### src/ral_seq_regs.svh
// constants for the repeater authentication link sequencer
// Behaviour
// - Upstream host masks the A/V input before the link starts.
// - Link starts on serial link enable write, or by itself when auto-start low.
// - Repeater host enables downstream links unless their auto-start pin is low.
// - Each host confirms receiver lock before going on.
// - Host may load a random seed into its serializer first.
// - Repeater host sets both GPIO function selects to one.
// - Repeater host waits for auth-begun pin high before its first part.
// - Upstream host waits for a vsync falling edge, then enables encryption.
// - Relay-node flag set: second part runs, protected content withheld.
// - Repeater host enables encryption once encryption-follow pin is high.
// - Repeater host blocks control channel, retrying until acknowledged.
// - Input receiver stops relaying once both enables are zero.
// - Upstream host waits, then polls key-list-ready until acknowledged and one.
// - Repeater host writes key list, then topology info.
// - Topology-info write makes the receiver compute the list hash.
// - Repeater host sets key-list-ready first, then re-enables control channel.
// - Input receiver relays again once both enables are one.
// - Transmitter key write sets auth-begun flag and pin.
// - First GPIO pin follows the receiver encryption enable.
// - Repeater host sets relay-node flag before upstream first part.
`ifndef RAL_SEQ_REGS_SVH
`define RAL_SEQ_REGS_SVH
// ************************************************************
// software register offsets
// ************************************************************
`define RAL_SW_CTRL   8'h00
`define RAL_SW_STATUS 8'h04
`define RAL_SW_SEED   8'h08
`define RAL_SW_KEY    8'h0c
`define RAL_SW_TOPO   8'h10
`define RAL_CTRL_GO   0
`define RAL_CTRL_RPT  1
`define RAL_CTRL_MASK 2
`define RAL_CTRL_SEED 3
// ************************************************************
// device register addresses and values on the control channel
// ************************************************************
`define RAL_DEV_MASK  8'h01
`define RAL_DEV_LINK  8'h02
`define RAL_DEV_LOCK  8'h03
`define RAL_DEV_SEED  8'h10
`define RAL_DEV_RELAY 8'h11
`define RAL_DEV_GPIOF 8'h12
`define RAL_DEV_AUTH  8'h13
`define RAL_DEV_VFY   8'h14
`define RAL_DEV_ENC   8'h15
`define RAL_DEV_CC    8'h04
`define RAL_DEV_KEYL  8'h20
`define RAL_DEV_TOPO  8'h21
`define RAL_DEV_KLR   8'h22
`define RAL_V_ONE     8'h01
`define RAL_V_MASK    8'h03
`define RAL_V_GPIOF   8'h03
`define RAL_V_CC_ON   8'h03
`define RAL_V_CC_OFF  8'h00
`define RAL_B_LOCK    8'h01
`define RAL_B_RELAY   8'h01
`define RAL_B_KLR     8'h01
// ************************************************************
// timing
// ************************************************************
`define RAL_CLK_MHZ   200
`define RAL_KL_WAIT_US 100
`endif

### src/ral_seq_pkg.sv
// types shared by the repeater authentication link sequencer
package ral_seq_pkg;
  typedef enum logic [2:0] {
    OP_WR   = 3'b000,
    OP_POLL = 3'b001,
    OP_RDBR = 3'b010,
    OP_AUTH = 3'b011,
    OP_ENCF = 3'b100,
    OP_VSF  = 3'b101,
    OP_DLY  = 3'b110,
    OP_END  = 3'b111
  } ral_op_t;
  typedef enum logic [2:0] {
    ST_IDLE = 3'b000,
    ST_EXEC = 3'b001,
    ST_ACK  = 3'b010,
    ST_DLY  = 3'b011,
    ST_DONE = 3'b100
  } ral_state_t;
endpackage

### src/ral_seq_host.sv
// host-side authentication sequencer for upstream or repeater host
`timescale 1ns/10ps
`include "ral_seq_regs.svh"
module ral_seq_host #(
  parameter int WAIT_CYCLES = `RAL_KL_WAIT_US * `RAL_CLK_MHZ
) (
  // clock and reset
  input  wire logic       clk,
  input  wire logic       reset_n,
  // software register port
  input  wire logic [7:0] swAddr,
  input  wire logic [31:0] swWdata,
  input  wire logic       swWr,
  input  wire logic       swRd,
  output logic     [31:0] swRdata,
  // device control-channel access
  output logic            devReq,
  output logic            devWrite,
  output logic      [7:0] devAddr,
  output logic      [7:0] devWdata,
  input  wire logic       devAck,
  input  wire logic       devAckOk,
  input  wire logic [7:0] devRdata,
  // device pins
  input  wire logic       autoStartPin,
  input  wire logic       vsync,
  input  wire logic       authBegunPin,
  input  wire logic       encFollowPin,
  // status
  output logic            protectedOk
);
  import ral_seq_pkg::*;

  // a count beyond the counter width would wrap and cut every wait short
  if (WAIT_CYCLES < 1 || WAIT_CYCLES > 24'hffffff) begin : g_bad_wait
    $error("WAIT_CYCLES out of range");
  end

  ral_state_t  state_reg;
  logic  [3:0] step_reg;
  logic [23:0] cnt_reg;
  logic        adv_reg;
  logic        vsPrev_reg;
  logic        done_reg;
  logic  [3:0] ctrl_reg;
  logic  [7:0] seed_reg;
  logic  [7:0] key_reg;
  logic  [7:0] topo_reg;
  ral_op_t     opCur;
  logic  [7:0] dAddr;
  logic  [7:0] dData;
  logic  [7:0] dBit;
  logic        skip;
  logic        vsFall;
  logic        bitSet;
  logic        goPulse;
  logic        rpt;

  assign rpt     = ctrl_reg[`RAL_CTRL_RPT];
  assign vsFall  = vsPrev_reg & ~vsync;
  assign bitSet  = |(devRdata & dBit);
  assign goPulse = swWr && swAddr == `RAL_SW_CTRL && swWdata[`RAL_CTRL_GO];
  assign devReq  = state_reg == ST_ACK;
  assign protectedOk = done_reg;

  // ************************************************************
  // step table: upstream steps or repeater steps
  // ************************************************************
  always_comb begin
    opCur = OP_END;
    dAddr = 8'h00;
    dData = 8'h00;
    dBit  = 8'h00;
    skip  = 1'b0;
    if (!rpt) begin
      case (step_reg)
        4'h0: begin
          opCur = OP_WR; dAddr = `RAL_DEV_MASK; dData = `RAL_V_MASK;
          skip = ~ctrl_reg[`RAL_CTRL_MASK];
        end
        4'h1: begin
          opCur = OP_WR; dAddr = `RAL_DEV_LINK; dData = `RAL_V_ONE;
          skip = ~autoStartPin;
        end
        4'h2: begin
          opCur = OP_POLL; dAddr = `RAL_DEV_LOCK; dBit = `RAL_B_LOCK;
        end
        4'h3: begin
          opCur = OP_WR; dAddr = `RAL_DEV_SEED; dData = seed_reg;
          skip = ~ctrl_reg[`RAL_CTRL_SEED];
        end
        4'h4: begin
          opCur = OP_WR; dAddr = `RAL_DEV_AUTH; dData = `RAL_V_ONE;
        end
        4'h5: begin
          opCur = OP_WR; dAddr = `RAL_DEV_VFY; dData = `RAL_V_ONE;
        end
        4'h6: opCur = OP_VSF;
        4'h7: begin
          // device holds it pending till the next falling edge
          opCur = OP_WR; dAddr = `RAL_DEV_ENC; dData = `RAL_V_ONE;
        end
        4'h8: begin
          opCur = OP_RDBR; dAddr = `RAL_DEV_RELAY; dBit = `RAL_B_RELAY;
        end
        4'h9: opCur = OP_DLY;
        4'ha: begin
          opCur = OP_POLL; dAddr = `RAL_DEV_KLR; dBit = `RAL_B_KLR;
        end
        default: opCur = OP_END;
      endcase
    end else begin
      case (step_reg)
        4'h0: begin
          opCur = OP_WR; dAddr = `RAL_DEV_RELAY; dData = `RAL_V_ONE;
        end
        4'h1: begin
          opCur = OP_WR; dAddr = `RAL_DEV_LINK; dData = `RAL_V_ONE;
          skip = ~autoStartPin;
        end
        4'h2: begin
          opCur = OP_POLL; dAddr = `RAL_DEV_LOCK; dBit = `RAL_B_LOCK;
        end
        4'h3: begin
          opCur = OP_WR; dAddr = `RAL_DEV_GPIOF; dData = `RAL_V_GPIOF;
        end
        4'h4: begin
          opCur = OP_WR; dAddr = `RAL_DEV_SEED; dData = seed_reg;
          skip = ~ctrl_reg[`RAL_CTRL_SEED];
        end
        4'h5: opCur = OP_AUTH;
        4'h6: begin
          opCur = OP_WR; dAddr = `RAL_DEV_AUTH; dData = `RAL_V_ONE;
        end
        4'h7: begin
          opCur = OP_WR; dAddr = `RAL_DEV_VFY; dData = `RAL_V_ONE;
        end
        4'h8: opCur = OP_ENCF;
        4'h9: begin
          opCur = OP_WR; dAddr = `RAL_DEV_ENC; dData = `RAL_V_ONE;
        end
        4'ha: begin
          opCur = OP_WR; dAddr = `RAL_DEV_CC; dData = `RAL_V_CC_OFF;
        end
        4'hb: begin
          opCur = OP_WR; dAddr = `RAL_DEV_KEYL; dData = key_reg;
        end
        4'hc: begin
          opCur = OP_WR; dAddr = `RAL_DEV_TOPO; dData = topo_reg;
        end
        4'hd: begin
          opCur = OP_WR; dAddr = `RAL_DEV_KLR; dData = `RAL_V_ONE;
        end
        4'he: begin
          opCur = OP_WR; dAddr = `RAL_DEV_CC; dData = `RAL_V_CC_ON;
        end
        default: opCur = OP_END;
      endcase
    end
  end

  // ************************************************************
  // sequencer state
  // ************************************************************
  always_ff @(posedge clk) begin
    if (!reset_n) begin
      state_reg <= ST_IDLE;
      step_reg  <= 4'h0;
      adv_reg   <= 1'b0;
    end else begin
      case (state_reg)
        ST_IDLE, ST_DONE: begin
          if (goPulse) begin
            state_reg <= ST_EXEC;
            step_reg  <= 4'h0;
          end
        end
        ST_EXEC: begin
          if (skip) begin
            step_reg <= step_reg + 4'h1;
          end else begin
            case (opCur)
              OP_WR, OP_POLL, OP_RDBR: state_reg <= ST_ACK;
              OP_AUTH: if (authBegunPin) step_reg <= step_reg + 4'h1;
              OP_ENCF: if (encFollowPin) step_reg <= step_reg + 4'h1;
              OP_VSF:  if (vsFall) step_reg <= step_reg + 4'h1;
              OP_DLY: begin
                state_reg <= ST_DLY;
                adv_reg   <= 1'b1;
              end
              default: state_reg <= ST_DONE;
            endcase
          end
        end
        ST_ACK: begin
          // a refused frame drops the request one cycle and tries again
          if (devAck) begin
            state_reg <= ST_EXEC;
            if (devAckOk) begin
              if (opCur == OP_WR || bitSet) begin
                step_reg <= step_reg + 4'h1;
              end else if (opCur == OP_RDBR) begin
                state_reg <= ST_DONE;
              end else begin
                state_reg <= ST_DLY;
                adv_reg   <= 1'b0;
              end
            end
          end
        end
        ST_DLY: begin
          if (cnt_reg == 24'h000000) begin
            state_reg <= ST_EXEC;
            if (adv_reg) step_reg <= step_reg + 4'h1;
          end
        end
        default: state_reg <= ST_IDLE;
      endcase
    end
  end

  // ************************************************************
  // wait counter, vsync history and completion flag
  // ************************************************************
  always_ff @(posedge clk) begin
    if (!reset_n) begin
      cnt_reg <= 24'h000000;
    end else if (state_reg != ST_DLY) begin
      cnt_reg <= 24'(WAIT_CYCLES - 1);
    end else if (cnt_reg != 24'h000000) begin
      cnt_reg <= cnt_reg - 24'h000001;
    end
  end

  always_ff @(posedge clk) begin
    if (!reset_n) vsPrev_reg <= 1'b0;
    else vsPrev_reg <= vsync;
  end

  // a run frees protected content at its last step, or when the relay-node flag reads clear
  always_ff @(posedge clk) begin
    if (!reset_n) done_reg <= 1'b0;
    else if (goPulse) done_reg <= 1'b0;
    else if ((state_reg == ST_EXEC && !skip && opCur == OP_END) ||
             (state_reg == ST_ACK && devAck && devAckOk &&
              opCur == OP_RDBR && !bitSet))
      done_reg <= 1'b1;
  end

  // ************************************************************
  // device access latches
  // ************************************************************
  always_ff @(posedge clk) begin
    if (!reset_n) begin
      devWrite <= 1'b0;
      devAddr  <= 8'h00;
      devWdata <= 8'h00;
    end else if (state_reg == ST_EXEC) begin
      devWrite <= opCur == OP_WR;
      devAddr  <= dAddr;
      devWdata <= dData;
    end
  end

  // ************************************************************
  // software registers
  // ************************************************************
  always_ff @(posedge clk) begin
    if (!reset_n) begin
      ctrl_reg <= 4'h0;
      seed_reg <= 8'h00;
      key_reg  <= 8'h00;
      topo_reg <= 8'h00;
    end else if (swWr) begin
      case (swAddr)
        `RAL_SW_CTRL: ctrl_reg <= {swWdata[3:1], 1'b0};
        `RAL_SW_SEED: seed_reg <= swWdata[7:0];
        `RAL_SW_KEY:  key_reg  <= swWdata[7:0];
        `RAL_SW_TOPO: topo_reg <= swWdata[7:0];
        default: ;
      endcase
    end
  end

  always_ff @(posedge clk) begin
    if (!reset_n) begin
      swRdata <= 32'h00000000;
    end else if (swRd) begin
      case (swAddr)
        `RAL_SW_CTRL:   swRdata <= {28'h0000000, ctrl_reg};
        `RAL_SW_STATUS: swRdata <= {20'h00000, step_reg, 1'b0,
                                    state_reg, 2'b00, done_reg,
                                    state_reg != ST_IDLE &&
                                    state_reg != ST_DONE};
        `RAL_SW_SEED:   swRdata <= {24'h000000, seed_reg};
        `RAL_SW_KEY:    swRdata <= {24'h000000, key_reg};
        `RAL_SW_TOPO:   swRdata <= {24'h000000, topo_reg};
        default:        swRdata <= 32'h00000000;
      endcase
    end else begin
      swRdata <= 32'h00000000;
    end
  end

  // ************************************************************
  // checks
  // ************************************************************
  a_retry_nak: assert property (@(posedge clk) disable iff (!reset_n)
    devReq && devAck && !devAckOk |=> state_reg == ST_EXEC
      && $stable(step_reg) ##1 devReq)
    else $error("refused frame not retried");
  a_req_stable: assert property (@(posedge clk) disable iff (!reset_n)
    devReq && !devAck |=> devReq && $stable(devAddr) && $stable(devWdata))
    else $error("request changed before answer");
  a_vsync_wait: assert property (@(posedge clk) disable iff (!reset_n)
    state_reg == ST_EXEC && opCur == OP_VSF && !vsFall |=> $stable(step_reg))
    else $error("encryption step left without vsync fall");
  a_auth_wait: assert property (@(posedge clk) disable iff (!reset_n)
    state_reg == ST_EXEC && opCur == OP_AUTH && !authBegunPin
      |=> $stable(step_reg) && !devReq)
    else $error("first part began before auth-begun pin");
  a_encf_wait: assert property (@(posedge clk) disable iff (!reset_n)
    state_reg == ST_EXEC && opCur == OP_ENCF && encFollowPin
      |=> step_reg == $past(step_reg) + 4'h1)
    else $error("follow pin seen but step not taken");
  a_prot_done: assert property (@(posedge clk) disable iff (!reset_n)
    protectedOk |-> state_reg == ST_DONE || state_reg == ST_IDLE)
    else $error("protected content freed mid sequence");
  a_poll_back: assert property (@(posedge clk) disable iff (!reset_n)
    devReq && devAck && devAckOk && opCur == OP_POLL && !bitSet
      |=> state_reg == ST_DLY ##1 cnt_reg == 24'(WAIT_CYCLES - 2)
        || WAIT_CYCLES == 1)
    else $error("poll did not back off");
  a_auto_skip: assert property (@(posedge clk) disable iff (!reset_n)
    state_reg == ST_EXEC && dAddr == `RAL_DEV_LINK && !autoStartPin
      |=> !devReq && step_reg == $past(step_reg) + 4'h1)
    else $error("link enable written while auto-start low");
endmodule

### config.mk
export PLATFORM = sky130hd
export DESIGN_NAME = ral_seq_host
export DESIGN_NICKNAME = d
export VERILOG_FILES = /design/src/ral_seq_pkg.sv /design/src/ral_seq_host.sv
export VERILOG_INCLUDE_DIRS = /design/src
export SDC_FILE = /design/constraint.sdc
export NUM_CORES = 1
export LEC_CHECK = 0
export BUFFER_PORTS_ARGS = -buffer_cell sky130_fd_sc_hd__buf_2
export CORE_MARGIN = 10
export CORE_UTILIZATION = 45
export DETAILED_ROUTE_END_ITERATION = 7
export GPL_ROUTABILITY_DRIVEN = 0
export HOLD_SLACK_MARGIN = 0.08
export PLACE_DENSITY = 0.69
export SYNTH_ARGS = -nofsm -noshare
export SYNTH_HDL_FRONTEND = slang
export SYNTH_SLANG_ARGS = --single-unit
export TNS_END_PERCENT = 100
### constraint.sdc
create_clock -name clk -period 3.84 [get_ports clk]
set_input_delay 0.384 -clock clk [delete_from_list [all_inputs] [get_ports clk]]
set_output_delay 0.384 -clock clk [all_outputs]
set_load 0.05 [all_outputs]
Word-level counts from Yosys, hierarchy flattened
Cells that the tools add are included.
Widths: inputs -> output; s select.
{"block": "word_totals", "ff_bits": 110, "inputBits": 58, "output_inout_bits": 51, "wordCells": 161}
{"block": "op_classes", "add_sub_neg": 2, "eq_ne": 46, "muxes": 46, "bitwise_logic": 7, "n_reduce_logical": 45}
{"op": "$pmux 6 s12", "n": 1}
{"op": "$pmux 12 s5", "n": 1}
{"op": "$pmux 6 s9", "n": 1}
{"op": "$mux 4", "n": 10}
{"op": "$pmux 8 s5", "n": 1}
{"op": "$mux 15", "n": 2}
{"op": "$eq 4x4->1 const B", "n": 7}
{"op": "$logic_not 24->1", "n": 1}
{"op": "$mux 3", "n": 8}
{"op": "$mux 8", "n": 3}
{"op": "$pmux 3 s4", "n": 2}
{"op": "$pmux 8 s3", "n": 1}
{"op": "$reduce_bool 24->1", "n": 1}
{"op": "$sub 24x1->24 const B", "n": 1}
{"op": "$eq 4x3->1 const B", "n": 4}
{"op": "$eq 8x4->1 const B", "n": 2}
{"op": "$pmux 4 s4", "n": 1}
{"op": "$eq 3x3->1 const B", "n": 5}
{"op": "$pmux 3 s5", "n": 1}
{"op": "$ne 2x2->1 const B", "n": 7}
{"op": "$eq 3x2->1 const B", "n": 4}
{"op": "$ne 4x4->1 const B", "n": 3}
{"op": "$pmux 4 s3", "n": 1}
{"op": "$reduce_or 12->1", "n": 1}
{"op": "other kinds (35)", "n": 77}

Depth between registers and ports, before layout
{"block": "depth", "ltp_word": 11, "ltp_mapped": 11, "mapped_depth_nobuf": 9}

Least setup slack after synthesis
No wires, ideal clock.
{"block": "synth_timing", "path_type": "reg-to-reg", "start": "register step_reg[0]", "end": "register step_reg[3]", "setup_ns": 0.144, "arrival_ns": 2.546, "required_time_ns": 3.696, "setup_slack_ns": 1.149, "path_stages_with_launch": 11, "n_path_buf": 1, "synth_period_minus_slack_ns": 2.691, "cell_sequence": "dfxtp_1 > inv_1 > ha_1 > buf_6 > or3_4 > o221a_4 > or4b_1 > a211oi_2 > o311ai_2 > a21oi_1 > o22ai_1"}
{"block": "synth_between", "elab_chain_cells": 9, "elab_cells_between_ends": 53, "cone_classes": "add/sub (1); eq/ne (22); mux (20); bitwise (1); reduce/logical (9)"}
{"element": "start: declaration", "line_no": "ral_seq_host.sv:40", "source": "logic [3:0] step_reg;"}
{"element": "start signal: assignment", "line_no": "ral_seq_host.sv:180", "source": "step_reg <= step_reg + 4'h1;"}
{"element": "start signal: assignment", "line_no": "ral_seq_host.sv:184", "source": "OP_AUTH: if (authBegunPin) step_reg <= step_reg + 4'h1;"}
{"element": "start signal: assignment", "line_no": "ral_seq_host.sv:185", "source": "OP_ENCF: if (encFollowPin) step_reg <= step_reg + 4'h1;"}
{"element": "parallel branches: the longest is 9 deep, another holds $reduce_or 12->1"}
Parallel ways; which one is timed is not known. The select of a mux whose other input is x is not followed.
A chain may end at the register's enable or synchronous reset.

Final worst setup path
Same ends and word-level chain as after synthesis.

==> impl_summary.md <==
Power and ir drop
The post-layout total power is 1.64 mW. In this run the power density over the cells is 320 nW/um2. The leakage power figure is 1.96 nW. IR analysis of the VDD net gives a maximum drop of 142 uV.

Yosys
Yosys printed 0 warnings. The largest total area in the synthesized netlist belongs to dfxtp_1. Of the synthesized area, sequential elements account for 0.371. Synthesis produced 586 cells. The mean area per synthesized cell is about 8 um2. The number of flops mapped to enable cells by yosys is 0.

Yosys attributes the largest share of cell area to dfxtp_1 (37%), a21oi_1 (6.0%), nor2_1 (5.4%), nand2_1 (4.5%), buf_4 (3.7%). The register bit count reported by yosys is 87. For this run, the leading register cell type out of synthesis is dfxtp_1. The mapped netlist covers 4700 um2.

The number of distinct library cell variants in the gate-level netlist after synthesis is 72. The share of async-settable or async-resettable flops after synthesis is 0. The share of synthesized area in the top cell type comes to 0.371.

Clock network
Clock latency on the worst-skew pair, taken at its later pin, is about 0.37 ns. After clock tree synthesis, the setup repair step added 0 buffers. In this run, post-CTS repair resized a total of 0 instances. The clock drives 87 sinks. The clock passes through at most 2 buffers.

TritonCTS built the clock tree. After clock tree synthesis, the clock-pin slew on the worst setup and hold paths is ~0.09 ns. Clock tree synthesis selected as its root buffer the cell clkbuf_8.

The H-tree was split into 3 levels. After clock tree synthesis, the flow added hold-fix buffers numbering 0. Clock tree synthesis inserted a total of 9 buffers.

Floorplanning
The die outline area is 14900 um2. Measured along the y axis, the die boundary spans 122 um. The count of pins on the block boundary is 109.

The number of rows in the core area is 37. The starting density of the core is 0.459. The core outline area is between 10000 and 15000 um2. The floorplan step set the die width to 122 um.

Critical path
The largest individual stage delay along the critical path comes from the cell a2111oi_0. STA classifies the critical path endpoint as a register. STA classifies the critical path startpoint as a register. Data arrives at the worst endpoint at 3.58 ns.

On the critical path the largest part of the delay comes from compound AO/OA/AOI/OAI gates. At the worst endpoint, the required time is 4.07 ns. The kind of critical path is reg -> reg. Walking the worst path, the cells encountered are inv_1 -> ha_1 -> nor3_1 -> a2111oi_0 -> nor2_1 -> o41ai_1 -> o311ai_2 -> a21oi_1 -> o22ai_1. Along the worst path, the maximum fanout reaches 18.

The biggest cell delay along the critical path is 0.73 ns. Across all register-to-register paths, the minimum setup slack is 0.49 ns. Together, buffers and inverters on the worst path number 1.

Layout
From synthesis to final layout, the design area changed by 9.05%. For this run, the number of standard cells in the final layout without fillers is 760. At the end of the flow the core is filled with cells to 0.501. Of the cells placed in the final design, the portion with a size suffix greater than 1 is 0.146. After routing the design area is 5120 um2. The number of flip-flops under the largest register name is 24. The repair_antennas step left the layout with diodes totalling 0. The net count reported at finish is 683.

Route
The vias per cell is 5.79. The number of vias in the routed layout is 4401. In the final routed layout, each cell accounts on average for 16.9 um. After detailed routing, the number of remaining DRC violations is 0. In this run the remaining antenna-violating nets after routing total 0. The initial detailed-routing violation count is 338. Summed over all layers, the routed wires come to roughly 13000 um. The first-pass iteration count of the detailed router is 5.

Place
The port buffer count is 54. The HPWL reported at the end of detailed placement is between 9000 and 10000 um. The cell area after placement is 4940 um2. The number of cells after detailed placement is 745.

STA
For this run, the top clock speed supported by timing is 0.299 GHz. The worst-case headroom to the max-slew limit is 0.178. The number of hold-slack violations in the final timing report came to 0. The final critical delay including setup and external delays is 3.35 ns. In the final timing run, aggregate negative setup slack is 0 ns. The final number of max-transition violations is 0.

For the pin with the worst max-slew slack, the measured transition is 1.21 ns. The setup clock skew after layout is 0.0191 ns. Setup violations remaining at the end of the flow were counted as 0. Dividing the final minimum period by the clock period gives 0.872. Setup repair after global routing left no endpoint under its margin.

GRT
Entering global routing, the biggest net connects 52 pins. The number of global-route vias before repair came to 4197. The global routing usage summed across all routing layers is 0.171. The overflow left after global routing is 0. The initial antenna violation count is 0. The first-pass GRT wire length is 20900 um.

Status
The flow ran to the end, and the final reports show no timing, DRC or antenna violations.

Job
The number of max-cap violations is 0.

Min path
The min-delay analysis places its worst path in the category in -> reg.
==> Yosys cell counts (all sizes together), types with 6 or more instances <==
cell type / number
dfxtp: 87
nor2: 68
a21oi: 56
nand2: 56
buf: 33
clkbuf: 27
nor3: 25
o21ai: 24
nand3: 19
mux2i: 17
nor4: 14
or3: 13
xnor2: 13
inv: 12
a221oi: 11
a22o: 7
and2: 7
nand2b: 7
nor2b: 6
==> cell families (layout without fill, tap and decap cells) <==
kind of cell,count (synthesis),count (layout),share of synthesized area
simple gates,238,238,0.250
compound gates,144,144,0.207
flops,87,87,0.371
buf+inv,73,89,0.0807
mux,21,21,0.0458
xor+xnor,17,17,0.0317
fa+ha+maj,5,5,0.0133
other cells,1,23,0.000798
==> area by class of cell <==
type | instances | area, um2
well taps | 136 | 170
fillers | 1008 | 5110
clock buffers | 12 | 155
inverters | 13 | 48.8
flip-flops and latches | 87 | 1740
multi-input cells | 448 | 2660
clock inverters | 3 | 25.0
repair buffers | 61 | 323
==> stage by stage <==
stage                     hold slack (ns)  setup slack, ns
final                               0.225            0.493
after detailed placement            0.456            0.547
after global placement              0.445            0.650
after CTS                           0.214            0.544
after global routing                0.230            0.211
after floorplan                     0.441             1.15
==> report_power, final <==
| part | internal (mW) | switching [mW] |
|---|---|---|
| registers | 0.908 | 0.00469 |
| logic | 0.0244 | 0.0924 |
| clock network | 0.272 | 0.340 |
| total | 1.20 | 0.437 |
==> final timing paths <==
kind                from     endpoint  cells past startpoint
min reg2reg     devWrite     devWrite                      2
max reg2reg  step_reg[0]  step_reg[3]                      9
min                vsync   vsPrev_reg                      2
max          step_reg[0]  step_reg[3]                      9
==> placed cells by master, fill, tap and decap left out, drive strengths merged, types with 11 or more instances in the layout <==
cell type  count
o21ai         24
clkbuf        12
or3           13
mux2i         17
a221oi        11
conb          23
nor3          25
buf           61
a21oi         56
nand2         56
inv           14
nand3         19
xnor2         13
dfxtp         87
nor2          68
nor4          14
==> routing by layer <==
metal / up-vias / track usage / part of all wire / wire [um]
li1: 2136 / - / - / -
met1: 2084 / 0.219 / 0.44 / 5670
met2: 166 / 0.273 / 0.46 / 5970
met3: 15 / 0.0412 / 0.082 / 1050
met4: 0 / 0.0611 / 0.014 / 176
met5: - / 0 / 0 / 0
Power figures use the tool's default switching activity.
